===== config.mk =====
export PLATFORM = sky130hd
export DESIGN_NAME = adc_power_and_mode_control
export DESIGN_NICKNAME = d
export VERILOG_FILES = /design/src/adc_ctrl_pkg.sv /design/src/result_mem.sv /design/src/adc_power_and_mode_control.sv
export SDC_FILE = /design/constraint.sdc
export NUM_CORES = 1
export LEC_CHECK = 0
export BUFFER_PORTS_ARGS = -buffer_cell sky130_fd_sc_hd__buf_4
export CAP_MARGIN = 15
export CORE_ASPECT_RATIO = 0.7
export CORE_UTILIZATION = 39
export CTS_CLUSTER_SIZE = 28
export DETAILED_ROUTE_END_ITERATION = 16
export GPL_TIMING_DRIVEN = 1
export PLACE_DENSITY = 0.63
export SLEW_MARGIN = 20
export SYNTH_ARGS = -nofsm -noshare
export SYNTH_HDL_FRONTEND = slang
export SYNTH_SLANG_ARGS = --single-unit

===== constraint.sdc =====
create_clock -name clock -period 6.15 [get_ports clock]
set_input_delay 0.615 -clock clock [delete_from_list [all_inputs] [get_ports clock]]
set_output_delay 0.615 -clock clock [all_outputs]
set_load 0.02 [all_outputs]

===== src/adc_ctrl_pkg.sv =====
// package: register map, field positions and timing for the converter control block
package adc_ctrl_pkg;
  // register byte addresses (word aligned)
  localparam logic [3:0] OFF_CTRL = 4'h0;
  localparam logic [3:0] OFF_CHAN = 4'h4;
  localparam logic [3:0] OFF_STAT = 4'h8;
  localparam logic [3:0] OFF_MASK = 4'hC;
  // result registers sit in the small memory, one word per channel, from this base
  localparam logic [6:0] OFF_RES_BASE = 7'h40;
  // control register fields
  localparam int CTRL_PU_BIT = 7;
  localparam int CTRL_RES10_BIT = 6;
  localparam int CTRL_RJUST_BIT = 5;
  localparam int CTRL_SIGNED_BIT = 4;
  localparam int CTRL_CONT_BIT = 3;
  localparam int CTRL_IE_BIT = 2;
  localparam int CTRL_START_BIT = 0;
  localparam logic [7:0] CTRL_RESET = 8'h00;
  localparam logic [7:0] CTRL_WMASK = 8'hFC;
  localparam logic [7:0] MASK_RESET = 8'h00;
  // status fields
  localparam int STAT_DONE_BIT = 0;
  localparam int STAT_ABORT_BIT = 1;
  localparam int STAT_BUSY_BIT = 7;
  // timing
  localparam int CLK_HZ = 20_000_000;
  localparam int CONV_HZ = 2_000_000;
  localparam int CONV_DIV = CLK_HZ / CONV_HZ;
  localparam int CONV_TIME_NS = 14_000;
  // conversion clock cycles for a 10-bit conversion, rounded down as a longest time
  localparam int CONV_CYC_10 = CONV_TIME_NS / (1_000_000_000 / CONV_HZ);
  localparam int CONV_CYC_8 = CONV_CYC_10 - 2;
  localparam int CHANNELS = 8;
  typedef enum logic [1:0] {ST_OFF, ST_IDLE, ST_SAMPLE, ST_CONVERT} state_t;
endpackage


===== src/result_mem.sv =====
// small result memory: one word per channel, registered read data
`timescale 1ns/1ns
`default_nettype none
module result_mem (
  input wire logic clock,
  input wire logic we,
  input wire logic [2:0] waddr,
  input wire logic [15:0] wdata,
  input wire logic [2:0] raddr,
  output logic [15:0] rdata
);
  logic [15:0] mem_q [0:7];
  always_ff @(posedge clock) begin
    if (we) begin
      mem_q[waddr] <= wdata;
    end
    rdata <= mem_q[raddr];
  end
endmodule
`default_nettype wire


===== src/adc_power_and_mode_control.sv =====
// converter control: power states, conversion sequencing, register slave
//
// Overview of operation
// - in stop mode the conversion clock is halted and the analog block is switched off.
// - entering stop abandons any one-shot or continuous conversion in progress.
// - leaving stop starts no conversion by itself and every register keeps its value.
// - if the power-up bit was set before stop, the converter is active again once stop ends.
// - clearing the power-up bit gates the conversion clock and turns the analog block off.
// - entering power-down abandons any conversion in progress.
// - writing the power-up bit to one brings the converter back to its active state.
// - in power-down all registers stay readable and writable.
// - the power-up bit resets to zero so the converter leaves reset powered down.
// - software selects one-shot or continuous conversion.
// - a finished conversion sets a completion flag and can raise an interrupt.
// - an input multiplexer selects one of eight channels as sample source.
// - results are 8 or 10 bits, left or right justified, or left justified signed.
// - a 10-bit conversion completes within 14 us at a 2 MHz conversion clock.
//
// Register access over Avalon-MM and the register offsets were chosen for this implementation.
`timescale 1ns/1ns
`default_nettype none
module adc_power_and_mode_control (
  input wire logic clock,
  input wire logic nrst,
  input wire logic [6:0] address,
  input wire logic read,
  input wire logic write,
  input wire logic [31:0] writedata,
  output logic [31:0] readdata,
  output logic waitrequest,
  input wire logic stop_mode,
  input wire logic sar_compare,
  output logic sar_analog_on,
  output logic sar_conv_clk_en,
  output logic sar_sample,
  output logic [2:0] sar_channel,
  output logic [9:0] sar_trial,
  output logic irq
);
  ////////////////////////////////////////////////////////////////////////////
  // registers and bus decode
  logic [7:0] ctrl_q, ctrl_d;
  logic [2:0] chan_q;
  logic [1:0] stat_q, stat_d;
  logic [1:0] mask_q;
  logic rd_phase_q;
  logic [31:0] readdata_q;
  adc_ctrl_pkg::state_t state_q, state_d;
  logic [3:0] div_q;
  logic [3:0] bit_q;
  logic [9:0] sar_q;
  logic start_req;
  logic tick;
  logic active;
  logic conv_end;
  logic abort_now;
  logic [15:0] fmt_word;
  logic [15:0] mem_rdata;

  wire wr_ctrl = write && (address == {3'h0, adc_ctrl_pkg::OFF_CTRL});
  wire wr_chan = write && (address == {3'h0, adc_ctrl_pkg::OFF_CHAN});
  wire wr_mask = write && (address == {3'h0, adc_ctrl_pkg::OFF_MASK});
  wire rd_stat = read && !rd_phase_q && (address == {3'h0, adc_ctrl_pkg::OFF_STAT});
  wire is_res = address[6] && (address[5] == 1'b0) && (address[1:0] == 2'b00);
  wire pu = ctrl_q[adc_ctrl_pkg::CTRL_PU_BIT];
  wire res10 = ctrl_q[adc_ctrl_pkg::CTRL_RES10_BIT];
  wire cont = ctrl_q[adc_ctrl_pkg::CTRL_CONT_BIT];
  wire busy = (state_q == adc_ctrl_pkg::ST_SAMPLE) || (state_q == adc_ctrl_pkg::ST_CONVERT);

  // reads take two cycles so the result memory output is registered; writes take one
  assign waitrequest = read && !rd_phase_q;
  // result words come straight from the memory's output register in the answering cycle
  assign readdata = (rd_phase_q && is_res) ? {16'h0000, mem_rdata} : readdata_q;

  // registers stay accessible in every power state; neither stop nor power-down clears them
  always_ff @(posedge clock) begin
    if (!nrst) begin
      ctrl_q <= adc_ctrl_pkg::CTRL_RESET;
      chan_q <= 3'h0;
      mask_q <= adc_ctrl_pkg::MASK_RESET[1:0];
      rd_phase_q <= 1'b0;
    end else begin
      ctrl_q <= ctrl_d;
      if (wr_chan) begin
        chan_q <= writedata[2:0];
      end
      if (wr_mask) begin
        mask_q <= writedata[1:0];
      end
      rd_phase_q <= read && !rd_phase_q;
    end
  end

  // start bit self-clears; a write with start set launches a conversion
  always_comb begin
    ctrl_d = ctrl_q;
    if (wr_ctrl) begin
      ctrl_d = writedata[7:0] & adc_ctrl_pkg::CTRL_WMASK;
    end
  end
  assign start_req = wr_ctrl && writedata[adc_ctrl_pkg::CTRL_START_BIT];

  ////////////////////////////////////////////////////////////////////////////
  // power state
  // stop mode overrides the power-up bit but never touches it, so the bit brings it back
  assign active = pu && !stop_mode;
  assign sar_analog_on = active;
  assign abort_now = busy && !active;

  ////////////////////////////////////////////////////////////////////////////
  // conversion clock divider, gated off when inactive
  assign tick = active && (div_q == 4'(adc_ctrl_pkg::CONV_DIV - 1));
  assign sar_conv_clk_en = active && busy;

  always_ff @(posedge clock) begin
    if (!nrst || !active) begin
      div_q <= 4'h0;
    end else if (tick) begin
      div_q <= 4'h0;
    end else begin
      div_q <= div_q + 4'h1;
    end
  end

  ////////////////////////////////////////////////////////////////////////////
  // successive approximation sequencer
  // sample for two conversion clocks then one bit per conversion clock
  // 8-bit conversions resolve the upper bits only, so they stop two bits early
  function automatic logic [3:0] last_bit(input logic r10);
    last_bit = r10 ? 4'd0 : 4'd2;
  endfunction

  assign conv_end = tick && (state_q == adc_ctrl_pkg::ST_CONVERT) && (bit_q == last_bit(res10));

  always_comb begin
    state_d = state_q;
    case (state_q)
      adc_ctrl_pkg::ST_OFF: begin
        if (active) begin
          state_d = adc_ctrl_pkg::ST_IDLE; // no conversion starts by itself
        end
      end
      adc_ctrl_pkg::ST_IDLE: begin
        if (!active) begin
          state_d = adc_ctrl_pkg::ST_OFF;
        end else if (start_req) begin
          state_d = adc_ctrl_pkg::ST_SAMPLE;
        end
      end
      adc_ctrl_pkg::ST_SAMPLE: begin
        if (!active) begin
          state_d = adc_ctrl_pkg::ST_OFF;
        end else if (tick && bit_q == 4'h0) begin
          state_d = adc_ctrl_pkg::ST_CONVERT;
        end
      end
      adc_ctrl_pkg::ST_CONVERT: begin
        if (!active) begin
          state_d = adc_ctrl_pkg::ST_OFF;
        end else if (conv_end) begin
          state_d = cont ? adc_ctrl_pkg::ST_SAMPLE : adc_ctrl_pkg::ST_IDLE;
        end
      end
      default: begin
        state_d = adc_ctrl_pkg::ST_OFF;
      end
    endcase
  end

  always_ff @(posedge clock) begin
    if (!nrst) begin
      state_q <= adc_ctrl_pkg::ST_OFF;
      bit_q <= 4'h0;
      sar_q <= 10'h000;
    end else begin
      state_q <= state_d;
      if (state_q != adc_ctrl_pkg::ST_SAMPLE && state_d == adc_ctrl_pkg::ST_SAMPLE) begin
        bit_q <= 4'h1;
      end else if (state_q == adc_ctrl_pkg::ST_SAMPLE && state_d == adc_ctrl_pkg::ST_CONVERT) begin
        bit_q <= 4'd9;
        sar_q <= 10'h000;
      end else if (tick && bit_q != 4'h0) begin
        bit_q <= bit_q - 4'h1;
      end
      if (tick && state_q == adc_ctrl_pkg::ST_CONVERT) begin
        sar_q <= sar_q | ({9'h000, sar_compare} << bit_q);
      end
    end
  end

  assign sar_sample = (state_q == adc_ctrl_pkg::ST_SAMPLE);
  assign sar_channel = chan_q;
  assign sar_trial = sar_q | ((state_q == adc_ctrl_pkg::ST_CONVERT) ? (10'h001 << bit_q) : 10'h000);

  ////////////////////////////////////////////////////////////////////////////
  // result formatting and storage
  // 8-bit results use only the upper bits of the sar word
  function automatic logic [15:0] format(input logic [9:0] v, input logic r10, input logic rj, input logic sg);
    logic [9:0] m;
    m = r10 ? v : {2'b00, v[9:2]};
    if (sg) begin
      format = r10 ? {~v[9], v[8:0], 6'h00} : {~v[9], v[8:2], 8'h00};
    end else if (rj) begin
      format = {6'h00, m};
    end else begin
      format = r10 ? {v, 6'h00} : {v[9:2], 8'h00};
    end
  endfunction
  assign fmt_word = format(sar_q | ({9'h000, sar_compare} << bit_q), res10, ctrl_q[adc_ctrl_pkg::CTRL_RJUST_BIT],
                           ctrl_q[adc_ctrl_pkg::CTRL_SIGNED_BIT]);

  result_mem u_mem (
    .clock(clock),
    .we(conv_end),
    .waddr(chan_q),
    .wdata(fmt_word),
    .raddr(address[4:2]),
    .rdata(mem_rdata)
  );

  ////////////////////////////////////////////////////////////////////////////
  // status, interrupt, read data
  // set beats the clearing read in the same cycle
  always_comb begin
    stat_d = stat_q;
    if (rd_stat) begin
      stat_d = 2'b00;
    end
    if (conv_end) begin
      stat_d[adc_ctrl_pkg::STAT_DONE_BIT] = 1'b1;
    end
    if (abort_now) begin
      stat_d[adc_ctrl_pkg::STAT_ABORT_BIT] = 1'b1;
    end
  end

  always_ff @(posedge clock) begin
    if (!nrst) begin
      stat_q <= 2'b00;
      readdata_q <= 32'h0000_0000;
    end else begin
      stat_q <= stat_d;
      if (read && !rd_phase_q) begin
        case (address)
          {3'h0, adc_ctrl_pkg::OFF_CTRL}: readdata_q <= {24'h00_0000, ctrl_q};
          {3'h0, adc_ctrl_pkg::OFF_CHAN}: readdata_q <= {29'h0, chan_q};
          {3'h0, adc_ctrl_pkg::OFF_STAT}: readdata_q <= {24'h00_0000, busy, 5'h00, stat_q};
          {3'h0, adc_ctrl_pkg::OFF_MASK}: readdata_q <= {30'h0, mask_q};
          default: readdata_q <= 32'h0000_0000;
        endcase
      end
    end
  end

  // interrupt only when software chose interrupt signalling
  assign irq = ctrl_q[adc_ctrl_pkg::CTRL_IE_BIT] && |(stat_q & mask_q);
endmodule
`default_nettype wire


# Word-level counts from Yosys, hierarchy flattened
# Memory sizes are Yosys's and may differ from the RTL's. A register that Yosys moved wholly into a read port is not among the register bits.
# Index checks and enable logic that the tools add are counted.
# totals
rom_bits	0
word_cells	106
n_memories	1
mem_bits_rw	128
latch_bits	0
out_inout_bits	50
regBits	66
# classes
multipliers	0
bitwise	6
n_lt_le_gt_ge	0
addsub	2
n_eq_ne	12
n_shift	2
n_reduce_logical	41
mux	29
n_div	0
# mem_list
name	depth	word_bits	rd	rd_clocked_by_memory_dff	wr	line_no	text
u_mem.mem_q	8	16	1	1	1	result_mem.sv:12	logic [15:0] mem_q [0:7];
# ops
cell	n
2-to-1 mux 10 bit	5
2-to-1 mux 16 bit	2
2-to-1 mux 32 bit	1
case mux 8 bit (4 select lines)	1
logical AND 1 bit	20
2-to-1 mux 2 bit	10
OR 10 bit	2
2-to-1 mux 8 bit	2
== test 7 x 4 -> 1 bit, second input constant	2
left shift 1 x 4 -> 10 bit	1
left shift 1 x 4 -> 10 bit, first input constant	1
== test 2 bit, second input constant	4
2-to-1 mux 4 bit	2
case mux 2 bit (4 select lines)	1
nonzero test 2 bit	4
== test 7 x 3 -> 1 bit, second input constant	1
zero test 7 bit	1
OR reduction 2 bit	3
2-to-1 mux 1 bit	5
adder 4 x 1 -> 4 bit, second input constant	1
== test 4 x 2 -> 1 bit	1
== test 4 bit, second input constant	1
zero test 1 bit	4
zero test 2 bit	2
other kinds (11)	15

# Depth between registers and ports, before layout
# Gate-level depths: netlist (run 1).
# depth
word_depth	13
depth_mapped	7
mapped_depth_nobuf	6

# Modules after synthesis
# Synthesis (run 1) repeated with hierarchy kept, for this count alone.
# unflattened
cells_unflattened	536
hier_area_um2	7975.1
# modules_own_cells
mod	cells_per_inst	seq_area_each_um2	area_per_inst_um2	instances
result_mem	214	4164.0	5293.8	1
adc_power_and_mode_control	322	840.8	2681.3	1

# Worst setup path after synthesis (run 1)
# Ideal clock, no wire load.
# synth_path
kind	input -> register
start	input port stop_mode
end	memory u_mem.mem_q[1][0] (enable)
arrival_time_ns	2.326
stages	4
setup_time_ns	0.409
slack_ns	3.414
t_required_ns	5.741
path_buffers	0
cell_sequence	nand2b_1 nor2_1 nand4_1 nor3_1
# synth_between
elab_chain_cells	7
# synth_lines
item	line_no	text
start, declared	adc_power_and_mode_control.sv:31	input wire logic stop_mode,
zero test 1 bit	adc_power_and_mode_control.sv:106	assign active = pu && !stop_mode;
logical AND 1 bit	adc_power_and_mode_control.sv:106	
logical AND 1 bit	adc_power_and_mode_control.sv:112	assign tick = active && (div_q == 4'(adc_ctrl_pkg::CONV_DIV - 1));
logical AND 1 bit (2 in a row)	adc_power_and_mode_control.sv:133	assign conv_end = tick && (state_q == adc_ctrl_pkg::ST_CONVERT) && (bit_q == last_bit(res10));
2-to-1 mux 1 bit	result_mem.sv:14	if (we) begin
2-to-1 mux 1 bit (implied by the code)	result_mem.sv:15	mem_q[waddr] <= wdata;
end, declared	result_mem.sv:12	
# No other way between the ends.

# Worst setup path in the final report (run 1)
# layout_path
start	input port address[5]
end	output port readdata[6]
# layout_between
elab_chain_cells	5
# layout_lines
item	line_no	text
start, declared	adc_power_and_mode_control.sv:25	input wire logic [6:0] address,
inverter 1 bit	adc_power_and_mode_control.sv:64	wire is_res = address[6] && (address[5] == 1'b0) && (address[1:0] == 2'b00);
logical AND 1 bit (2 in a row)	adc_power_and_mode_control.sv:64	
logical AND 1 bit	adc_power_and_mode_control.sv:73	assign readdata = (rd_phase_q && is_res) ? {16'h0000, mem_rdata} : readdata_q;
2-to-1 mux 32 bit	adc_power_and_mode_control.sv:73	
end, declared	adc_power_and_mode_control.sv:29	output logic [31:0] readdata,
# No other way between the ends.

==> impl_metrics.py, run 1 <==
metrics = {
    "clock_network": {
        "cts_tree": "done",
        "cts_sinks": 186,
        "root_buffer": "clkbuf_16",
        "clock_latency_ps": 430,
        "clk_pin_slew_ps": 70,
        "numCtsBuffers": 17,
        "cts_setup_buffers": 0,
        "cts_hold_buf": 0,
        "clockBufferDepth": 2,
        "cts_resized": 0,
        "ctsHtreeMaxLevel": 4,
    },
    "power_and_ir_drop": {
        "peakVddDrop_mv": 0.158,
        "leakage_nw": 3.18,
        "power_mw": 2.49,
        "p_per_area_nw_per_um2": 275,
    },
    "yosys": {
        "syn_inst": 524,
        "yosysUniqueCellTypes": 57,
        "yosysTopAreaCellShare_pct": 48.9,
        "async_flop_share_pct": 0,
        "synth_seq_cells": 186,
        "synth_area_per_cell_um2": 15.0,
        "synth_edf_count": 128,
        "synth_area_leaders": "edfxtp_1 49%, dfxtp_1 15%, mux4_2 9.2%",
        "ys_warn_count": 0,
        "synth_ff_type": "edfxtp_1",
        "yosys.area.top_type": "edfxtp_1",
        "ys_seq_area_share_pct": 63.7,
        "syn-cell-area_um2": 7860,
    },
    "drt": {
        "dr.pass1.iters": 5,
        "wl_per_cell_um": 19.6,
        "routed_wl_mm": 16.7,
        "ant_nets": 0,
        "via_per_inst": 5.36,
        "drc": 0,
        "drt_iter0_drc": 378,
        "vias": 4574,
    },
    "placed_design": {
        "portBuffers": 54,
        "place_hpwl_mm": 10.9,
        "gp_congestion": 0.832,
    },
    "timing": {
        "grt_setup_unrepaired": "no",
        "worstMarginPinSlew_ps": 1140,
        "hold_viol_final": 0,
        "fin_crit_sh_pct": 54.3,
        "relSlewSlack_pct": 23.6,
        "period_needed_ps": 3340,
        "slew_viol_final": 0,
        "skew_ps": 13.5,
        "clock.fmax_mhz": 300,
        "hold_ws_ps": 448,
        "setup_viol": 0,
        "tns_ps": 0,
    },
    "final_layout": {
        "nFillCells": 1764,
        "nNetsFinal": 622,
        "area_growth_pct": 15.1,
        "antennaDiodeCount": 0,
        "drive_above_1_share_pct": 27.8,
    },
    "setup_path": {
        "critPathTopFamily": "simple AND/OR/NAND/NOR gates",
        "r2r-start": "ctrl_q[6]",
        "timing.rr.end": "u_mem.mem_q[7][3]",
        "crit_path_top_delay_cell": "and3_1",
        "critPathMaxStageDelay_ps": 870,
        "critPathKind": "in -> out",
        "regToRegSetupSlack_ps": 3210,
        "cp_cell_sequence": "buf_4, nor3_2, and3_1, mux2_2, buf_4",
        "cp-start-kind": "primary input",
        "crit_fanout": 16,
        "cp.required_ps": 5530,
        "r2r.worst_path.cells": 4,
        "cp-end-kind": "primary output",
        "arrival_ps": 2720,
        "worst_path_most_repeated_cell": "buf_4",
        "path_buf_inv": 2,
    },
    "global_routing": {
        "grt_remaining_overflow": 0,
        "grt_pass1_wl_mm": 25.2,
        "grt_pass1_vias": 4394,
        "grt_usage_pct": 16.7,
        "grt_max_degree": 43,
        "antenna_found_initial": 0,
    },
    "run": {
        "maxCapViolCount": 0,
    },
    "hold_path": {
        "hp-start": "writedata[3]",
        "hold_depth": 3,
        "hold_path_end": "ctrl_q[3]",
        "hold_path.class": "in -> reg",
    },
    "floorplan": {
        "core_um2": 19800,
        "io_pins": 95,
        "rows": 43,
        "die_area_um2": 20700,
        "start_util_pct": 39.7,
        "die_w_um": 172,
        "die_y_um": 121,
    },
    "outcome": {
        "run_status": "complete, no violations",
    },
}
[state kept, by name, summed over array words and instances (netlist names)]
name and flops:
readdata_q 8, u_mem.rdata 16, div_q 4, mask_q 2, stat_q 2, rd_phase_q 1, sar_channel 3, ctrl_q 6
sar_q 10, state_q 2, u_mem.mem_q 128, bit_q 4
[cell usage after synthesis (13+ instances only)]
library cell    n
mux4_2         32
mux2_2         26
buf_4          21
nor2_1         23
nor2b_1        28
edfxtp_1      128
mux2i_1        13
nand2_1        14
and2_1         19
a21o_1         14
dfxtp_1        58
[layout make-up]
class / count / area [um^2] / share of cell area (%)
Clock inverter: 10 / 98.8 / 1.09
Sequential cell: 186 / 5000 / 55.3
Multi-Input combinational cell: 305 / 2680 / 29.7
Tap cell: 270 / 338 / 3.73
Clock buffer: 22 / 497 / 5.49
Timing Repair Buffer: 54 / 405 / 4.48
Inverter: 6 / 22.5 / 0.249
[report_power, final]
part           leakage [nW]  internal [mW]  switching, mW
sequential             1.64           1.32       0.000659
clock                 0.295          0.625          0.479
combinational          1.25         0.0254         0.0400
[worst register-to-register path, stage by stage, from the launching register on]
cell,delay (ps)
dfxtp_1,760
xor2_1,270
and2_1,210
nand4_1,350
nor2_2,950
[per-layer routing]
| metal | global-route usage, % | up-vias | part of all wire (%) |
|---|---|---|---|
| li1 | - | 2075 | - |
| met1 | 24.2 | 2335 | 48 |
| met2 | 25.2 | 154 | 46 |
| met3 | 4.39 | 10 | 6.4 |
| met4 | 3.07 | 0 | 0.52 |
| met5 | 0 | - | 0 |
[placed cells by master, fill, tap and decap left out, drive strengths merged, types with 3 or more instances in the layout]
cell type  instances
a211oi             6
a21o              14
a21oi             12
a22oi             12
and2              19
and3               4
and3b              4
buf               54
clkbuf            22
conb              16
dfxtp             58
edfxtp           128
ha                 7
inv               12
mux2              26
mux2i             13
mux4              32
nand2             15
nand2b             6
nand3              9
nand4              5
nor2              24
nor2b             28
nor3               7
nor3b              4
o21ai              4
o22ai              3
o2bb2ai            4
o41ai              3
or3                4
[how the worst max path moves through the flow]
stage,startpoint,to,slack (ps),depth (start not counted)
floorplan,stop_mode,u_mem.mem_q[1][0],3410,4
global placement,address[5],readdata[6],2790,5
detailed placement,address[5],readdata[5],2780,5
CTS,address[5],readdata[5],2770,5
global route,address[5],readdata[6],2690,5
finish,address[5],readdata[6],2810,5
[cell families (layout without fill, tap and decap cells)]
family          count (synthesis)  count (layout)  synth area share (%)
buf+inv                        48              92                  3.45
compound gates                 71              71                  6.43
other cells                     1              16                0.0477
xor+xnor                        3               3                 0.334
simple gates                  137             137                  10.4
mux                            71              71                  14.5
fa+ha+maj                       7               7                  1.11
flops                         186             186                  63.7
[through the flow]
step | worst slack (ps) | cells | utilization, % | area (um^2)
2_1_floorplan | 3410 | 539 | - | 7920
3_3_place_gp | 2790 | 821 | 42.7 | 8450
3_5_place_dp | 2780 | 821 | 42.7 | 8450
4_1_cts | 2770 | 853 | 45.7 | 9040
5_1_grt | 2690 | 853 | 45.7 | 9050
6_report | 2810 | 853 | 45.7 | 9050
No activity file was read; power rests on OpenSTA's default activity.
==> run 2, diff against run 1 <==
clock period = 3.4 ns   (was 6.15 ns; I/O delays follow)
==> run 2 against run 1 <==
Net effect: die area is the same; largest cell class unchanged; combinational power rose by 82%; register-to-register slack worse by 2200 ps; critical path type is now reg -> reg; worst hold slack got worse by 260 ps; clock power is 75% higher; power grew 78%; clock skew up 0.79 ps; non-clock buffer count rose by 12; sequential share of layout area decreased by 0.19 points; first-iteration DRC count grew 24%; design area is 0.35% higher.
==> impl_metrics.py, run 2 (synthesis gave the netlist of run 1 again) <==
metrics = {
    "outcome": {
        "run_status": "complete, no violations",
    },
    "power_and_ir_drop": {
        "p_per_area_nw_per_um2": 488,
        "power.switching_mw": 0.895,
        "switching_share_pct": 20.2,
        "seqPwrFrac_pct": 53.9,
        "p_comb_share_pct": 2.7,
        "peakVddDrop_mv": 0.376,
        "p_int_mw": 3.54,
        "power_frac_clock_pct": 43.4,
        "leakage_nw": 3.24,
    },
    "timing": {
        "clock.fmax_mhz": 415,
        "worstMarginPinSlew_ps": 987,
        "tns_ps": 0,
        "period_needed_ps": 2410,
        "hold_viol_final": 0,
        "slew_viol_final": 0,
        "worst_slack_ps": 993,
        "grt_setup_unrepaired": "no",
        "fin_crit_sh_pct": 70.8,
        "setup_viol": 0,
        "hold_ws_ps": 184,
        "relSlewSlack_pct": 33.8,
        "skew_ps": 14.3,
    },
    "final_layout": {
        "final_util_pct": 45.9,
        "nNetsFinal": 634,
        "antennaDiodeCount": 0,
        "largest_reg_flops": 128,
        "regMostFlops": "u_mem.mem_q",
        "layout_common_cells": "128 x edfxtp_1, 66 x buf_4, 58 x dfxtp_1, 32 x mux4_2, 28 x nor2b_1",
        "largestRegisters": "u_mem.mem_q (128), u_mem.rdata (16), sar_q (10)",
        "drive_above_1_share_pct": 27.7,
        "final_cells": 865,
        "final_common_cell": "edfxtp_1",
        "area_growth_pct": 15.5,
        "nFillCells": 1741,
    },
    "floorplan": {
        "die_y_um": 121,
        "die_w_um": 172,
        "io_pins": 95,
        "start_util_pct": 39.7,
        "rows": 43,
        "core_um2": 19800,
        "die_area_um2": 20700,
    },
    "drt": {
        "drc": 0,
        "dr.pass1.iters": 5,
        "vias": 4607,
        "drt_iter0_drc": 470,
        "via_per_inst": 5.33,
        "ant_nets": 0,
        "routed_wl_mm": 17.0,
        "wl_per_cell_um": 19.6,
    },
    "placed_design": {
        "place_hpwl_mm": 11.0,
        "dpl.cell_count": 833,
        "portBuffers": 54,
        "post-place-ws_ps": 1110,
        "gp_congestion": 0.820,
    },
    "setup_path": {
        "r2r.worst_path.cells": 4,
        "worst_path_most_repeated_cell": "nor2b_1",
        "cp_cell_sequence": "nor2b_1, a21oi_1, nor2b_1, a211oi_1",
        "critPathMaxStageDelay_ps": 690,
        "timing.rr.end": "u_mem.mem_q[4][5]",
        "cp-end-kind": "flip-flop",
        "critical_path_depth": 4,
        "path_buf_inv": 0,
        "r2r-start": "bit_q[0]",
        "critPathKind": "reg -> reg",
        "crit_start": "bit_q[0]",
        "arrival_ps": 2510,
        "regToRegSetupSlack_ps": 990,
        "critPathTopFamily": "compound AO/OA/AOI/OAI gates",
        "cp-start-kind": "flip-flop",
        "crit_path_end": "u_mem.mem_q[4][5]",
        "cp.required_ps": 3500,
        "crit_fanout": 8,
        "crit_path_top_delay_cell": "a211oi_1",
    },
    "clock_network": {
        "cts_sinks": 186,
        "cts_tree": "done",
        "cts_resized": 0,
        "clk_pin_slew_ps": 70,
        "root_buffer": "clkbuf_16",
        "clock_latency_ps": 420,
        "cts_hold_buf": 0,
        "cts_setup_buffers": 0,
        "ctsHtreeMaxLevel": 4,
        "clockBufferDepth": 2,
        "numCtsBuffers": 17,
    },
    "global_routing": {
        "antenna_found_initial": 0,
        "grt_max_degree": 43,
        "grt_usage_pct": 17.1,
        "grt_remaining_overflow": 0,
        "grt_pass1_wl_mm": 25.8,
        "grt_pass1_vias": 4481,
    },
    "run": {
        "maxCapViolCount": 0,
    },
    "hold_path": {
        "hp-start": "writedata[3]",
        "hold_path.class": "in -> reg",
    },
}
[run 2: layer usage]
metal  vias up  part of all wire, %  track usage, %
met5         -                    0               0
met2       137                   45            24.5
met3        14                  4.6            3.21
met4         0                 0.75            4.41
li1       2094                    -               -
met1      2362                   50            26.3
[run 2: layout make-up]
| type | count | area (um^2) | share of cell area (%) |
|---|---|---|---|
| Clock buffer | 21 | 450 | 4.96 |
| Clock inverter | 11 | 119 | 1.31 |
| Inverter | 6 | 22.5 | 0.248 |
| Multi-Input combinational cell | 305 | 2650 | 29.2 |
| Sequential cell | 186 | 5000 | 55.1 |
| Tap cell | 270 | 338 | 3.72 |
| Timing Repair Buffer | 66 | 495 | 5.46 |
[run 2: worst reg2reg max path: stages, from the launching register on]
cell and delay (ps):
dfxtp_1 520, nor2b_1 450, a21oi_1 250, nor2b_1 190, a211oi_1 690
[run 2: per-stage QoR]
step,instance area [um^2],power (mW)
2_1_floorplan,7920,2.54
3_3_place_gp,8510,2.56
3_5_place_dp,8510,2.56
4_1_cts,9080,4.46
5_1_grt,9080,4.56
6_report,9080,4.43
[run 2: power groups by stage]
stage / Clock [mW] / Combinational, mW / Sequential [mW]
floorplan: 0 / 0.0971 / 2.44
global placement: 0 / 0.118 / 2.44
detailed placement: 0 / 0.121 / 2.44
CTS: 1.95 / 0.121 / 2.39
global route: 2.05 / 0.128 / 2.39
finish: 1.92 / 0.119 / 2.39
[run 2: worst min path at each step]
stage / slack (ps) / cells past startpoint / to
detailed placement: 480 / 1 / div_q[0]
floorplan: 430 / 1 / div_q[0]
finish: 180 / 3 / ctrl_q[3]
global placement: 440 / 1 / div_q[0]
global route: 190 / 3 / ctrl_q[5]
CTS: 170 / 3 / ctrl_q[3]
==> run 3, diff against run 2 <==
ABC_AREA = 1   (was not set)
PLACE_DENSITY = 0.65   (was 0.63)
clock period = 2.2 ns   (was 3.4 ns; I/O delays follow)
==> run 3 against run 2 <==
Net effect: via count is 17% higher; first-iteration DRC count is 14% higher; register-to-register slack worse by 810 ps; sequential share of layout area is 0.68 points lower; die area is 2.0% lower; fmax is 19% higher.
==> impl_metrics.py, run 3 <==
metrics = {
    "drt": {
        "wl_per_cell_um": 16.6,
        "ant_nets": 0,
        "routed_wl_mm": 17.8,
        "dr.pass1.iters": 5,
        "vias": 5393,
        "drc": 0,
        "drt_iter0_drc": 537,
        "via_per_inst": 5.03,
    },
    "yosys": {
        "synth_seq_cells": 186,
        "synth_edf_count": 128,
        "synth_commonest_cells": "157 x nand2_1, 128 x edfxtp_1, 58 x dfxtp_1",
        "syn-cell-area_um2": 7700,
        "yosys.area.top_type": "edfxtp_1",
        "synth_ff_type": "edfxtp_1",
        "synth.most_common_cell": "nand2_1",
        "syn_inst": 708,
        "yosysTopAreaCellShare_pct": 49.9,
        "ys_seq_area_share_pct": 65.0,
        "async_flop_share_pct": 0,
        "synth_area_per_cell_um2": 10.9,
        "synth_area_leaders": "edfxtp_1 50%, dfxtp_1 15%, nand2_1 7.7%",
        "yosysUniqueCellTypes": 42,
        "ys_warn_count": 0,
    },
    "timing": {
        "period_needed_ps": 2020,
        "hold_viol_final": 0,
        "skew_ps": 11.1,
        "grt_setup_unrepaired": "no",
        "clock.fmax_mhz": 495,
        "worstMarginPinSlew_ps": 844,
        "relSlewSlack_pct": 43.1,
        "fin_crit_sh_pct": 91.8,
        "slew_viol_final": 0,
        "setup_viol": 0,
    },
    "setup_path": {
        "critPathKind": "reg -> reg",
        "crit_fanout": 8,
        "cp.required_ps": 2300,
        "cp-end-kind": "flip-flop",
        "arrival_ps": 2120,
        "cp-start-kind": "flip-flop",
    },
    "final_layout": {
        "nNetsFinal": 848,
        "antennaDiodeCount": 0,
        "regMostFlops": "u_mem.mem_q",
        "largest_reg_flops": 128,
        "area_growth_pct": 19.4,
        "final_util_pct": 48.1,
        "largestRegisters": "u_mem.mem_q (128), u_mem.rdata (16), sar_q (10)",
        "drive_above_1_share_pct": 21.3,
        "layout_common_cells": "157 x nand2_1, 128 x edfxtp_1, 92 x buf_4, 58 x dfxtp_1, 51 x nor2_1",
        "final_common_cell": "nand2_1",
    },
    "global_routing": {
        "grt_pass1_vias": 5042,
        "grt_max_degree": 33,
        "grt_remaining_overflow": 0,
        "antenna_found_initial": 0,
        "grt_pass1_wl_mm": 27.9,
        "grt_usage_pct": 18.4,
    },
    "power_and_ir_drop": {
        "peakVddDrop_mv": 0.589,
        "switching_share_pct": 20.8,
        "power_frac_clock_pct": 40.7,
        "leakage_nw": 3.49,
        "p_comb_share_pct": 4.0,
        "seqPwrFrac_pct": 55.3,
        "p_per_area_nw_per_um2": 734,
        "p_int_mw": 5.34,
        "power.switching_mw": 1.40,
        "power_mw": 6.74,
    },
    "placed_design": {
        "place_hpwl_mm": 12.1,
        "portBuffers": 54,
        "gp_congestion": 0.820,
    },
    "clock_network": {
        "clock_latency_ps": 420,
        "cts_tree": "done",
        "numCtsBuffers": 17,
        "root_buffer": "clkbuf_16",
        "cts_sinks": 186,
        "clockBufferDepth": 2,
        "clk_pin_slew_ps": 70,
        "ctsHtreeMaxLevel": 4,
    },
    "floorplan": {
        "die_y_um": 120,
        "start_util_pct": 40.3,
        "io_pins": 95,
        "core_um2": 19100,
        "die_w_um": 170,
        "rows": 42,
        "die_area_um2": 20300,
    },
    "run": {
        "maxCapViolCount": 0,
    },
    "hold_path": {
        "hold_path.class": "in -> reg",
    },
    "outcome": {
        "run_status": "complete, no violations",
    },
}
==> run 3: metrics by stage <==
step	instance area [um^2]	hold slack, ps	std cells	setup WS, ps	setup TNS [ps]
finish	9190	58.3	1073	179	0
global placement	8670	449	1041	236	0
floorplan	7760	383	723	-357	-45230
detailed placement	8670	456	1041	93.3	0
CTS	9190	53.3	1073	35.8	0
global route	9190	74.3	1073	17.9	0
==> run 3: worst max-delay path, stage by stage, from the launching register on <==
cell,delay [ps]
dfxtp_1,490
inv_2,140
nor2_1,170
a21oi_1,110
buf_4,160
o22ai_1,630
==> run 3: layout make-up <==
class / instances / area [um^2]
fillers: 1757 / 9930
repair buffers: 97 / 791
clock buffers: 20 / 437
clock inverters: 12 / 82.6
flip-flops and latches: 186 / 5000
well taps: 264 / 330
inverters: 57 / 216
multi-input cells: 437 / 2330
==> run 3: power by group through the flow <==
stage          clock, mW  sequential (mW)  combinational [mW]
2_1_floorplan          0             3.80               0.190
3_3_place_gp           0             3.81               0.269
3_5_place_dp           0             3.81               0.271
4_1_cts             2.79             3.73               0.272
5_1_grt             2.93             3.73               0.298
6_report            2.74             3.73               0.271
==> run 3: cells by family (layout without fill, tap and decap cells) <==
group	count (synthesis)	count (layout)	share of synthesized area, %
flip-flops	186	186	65.0
adder cells (fa/ha/maj)	7	7	1.14
AO/OA/AOI/OAI	132	132	10.6
AND/OR/NAND/NOR	272	272	15.8
buffers and inverters	100	186	6.04
other	1	16	0.0487
multiplexers	8	8	1.17
XOR/XNOR	2	2	0.228
==> run 3: final timing paths <==
path         slack (ps)    startpoint                 to  depth (start not counted)
max reg2reg         180      bit_q[1]  u_mem.mem_q[6][2]                          5
max                 180      bit_q[1]  u_mem.mem_q[6][2]                          5
min reg2reg         470     ctrl_q[5]      readdata_q[5]                          2
min                  60  writedata[4]          ctrl_q[4]                          3
==> run 3: routing by layer <==
layer | vias to the layer above | track usage (%) | part of all wire, %
li1 | 2612 | - | -
met1 | 2605 | 27.5 | 49
met2 | 168 | 27.5 | 44
met3 | 8 | 4.06 | 6.5
met4 | 0 | 3.89 | 0.48
met5 | - | 0 | 0
==> run 3: what timing repair did <==
item                                    CTS  global route
buffers inserted                          0             0
endpoints found under the setup margin    0            24
hold buffers                              0             0
gates resized for setup                   0             3
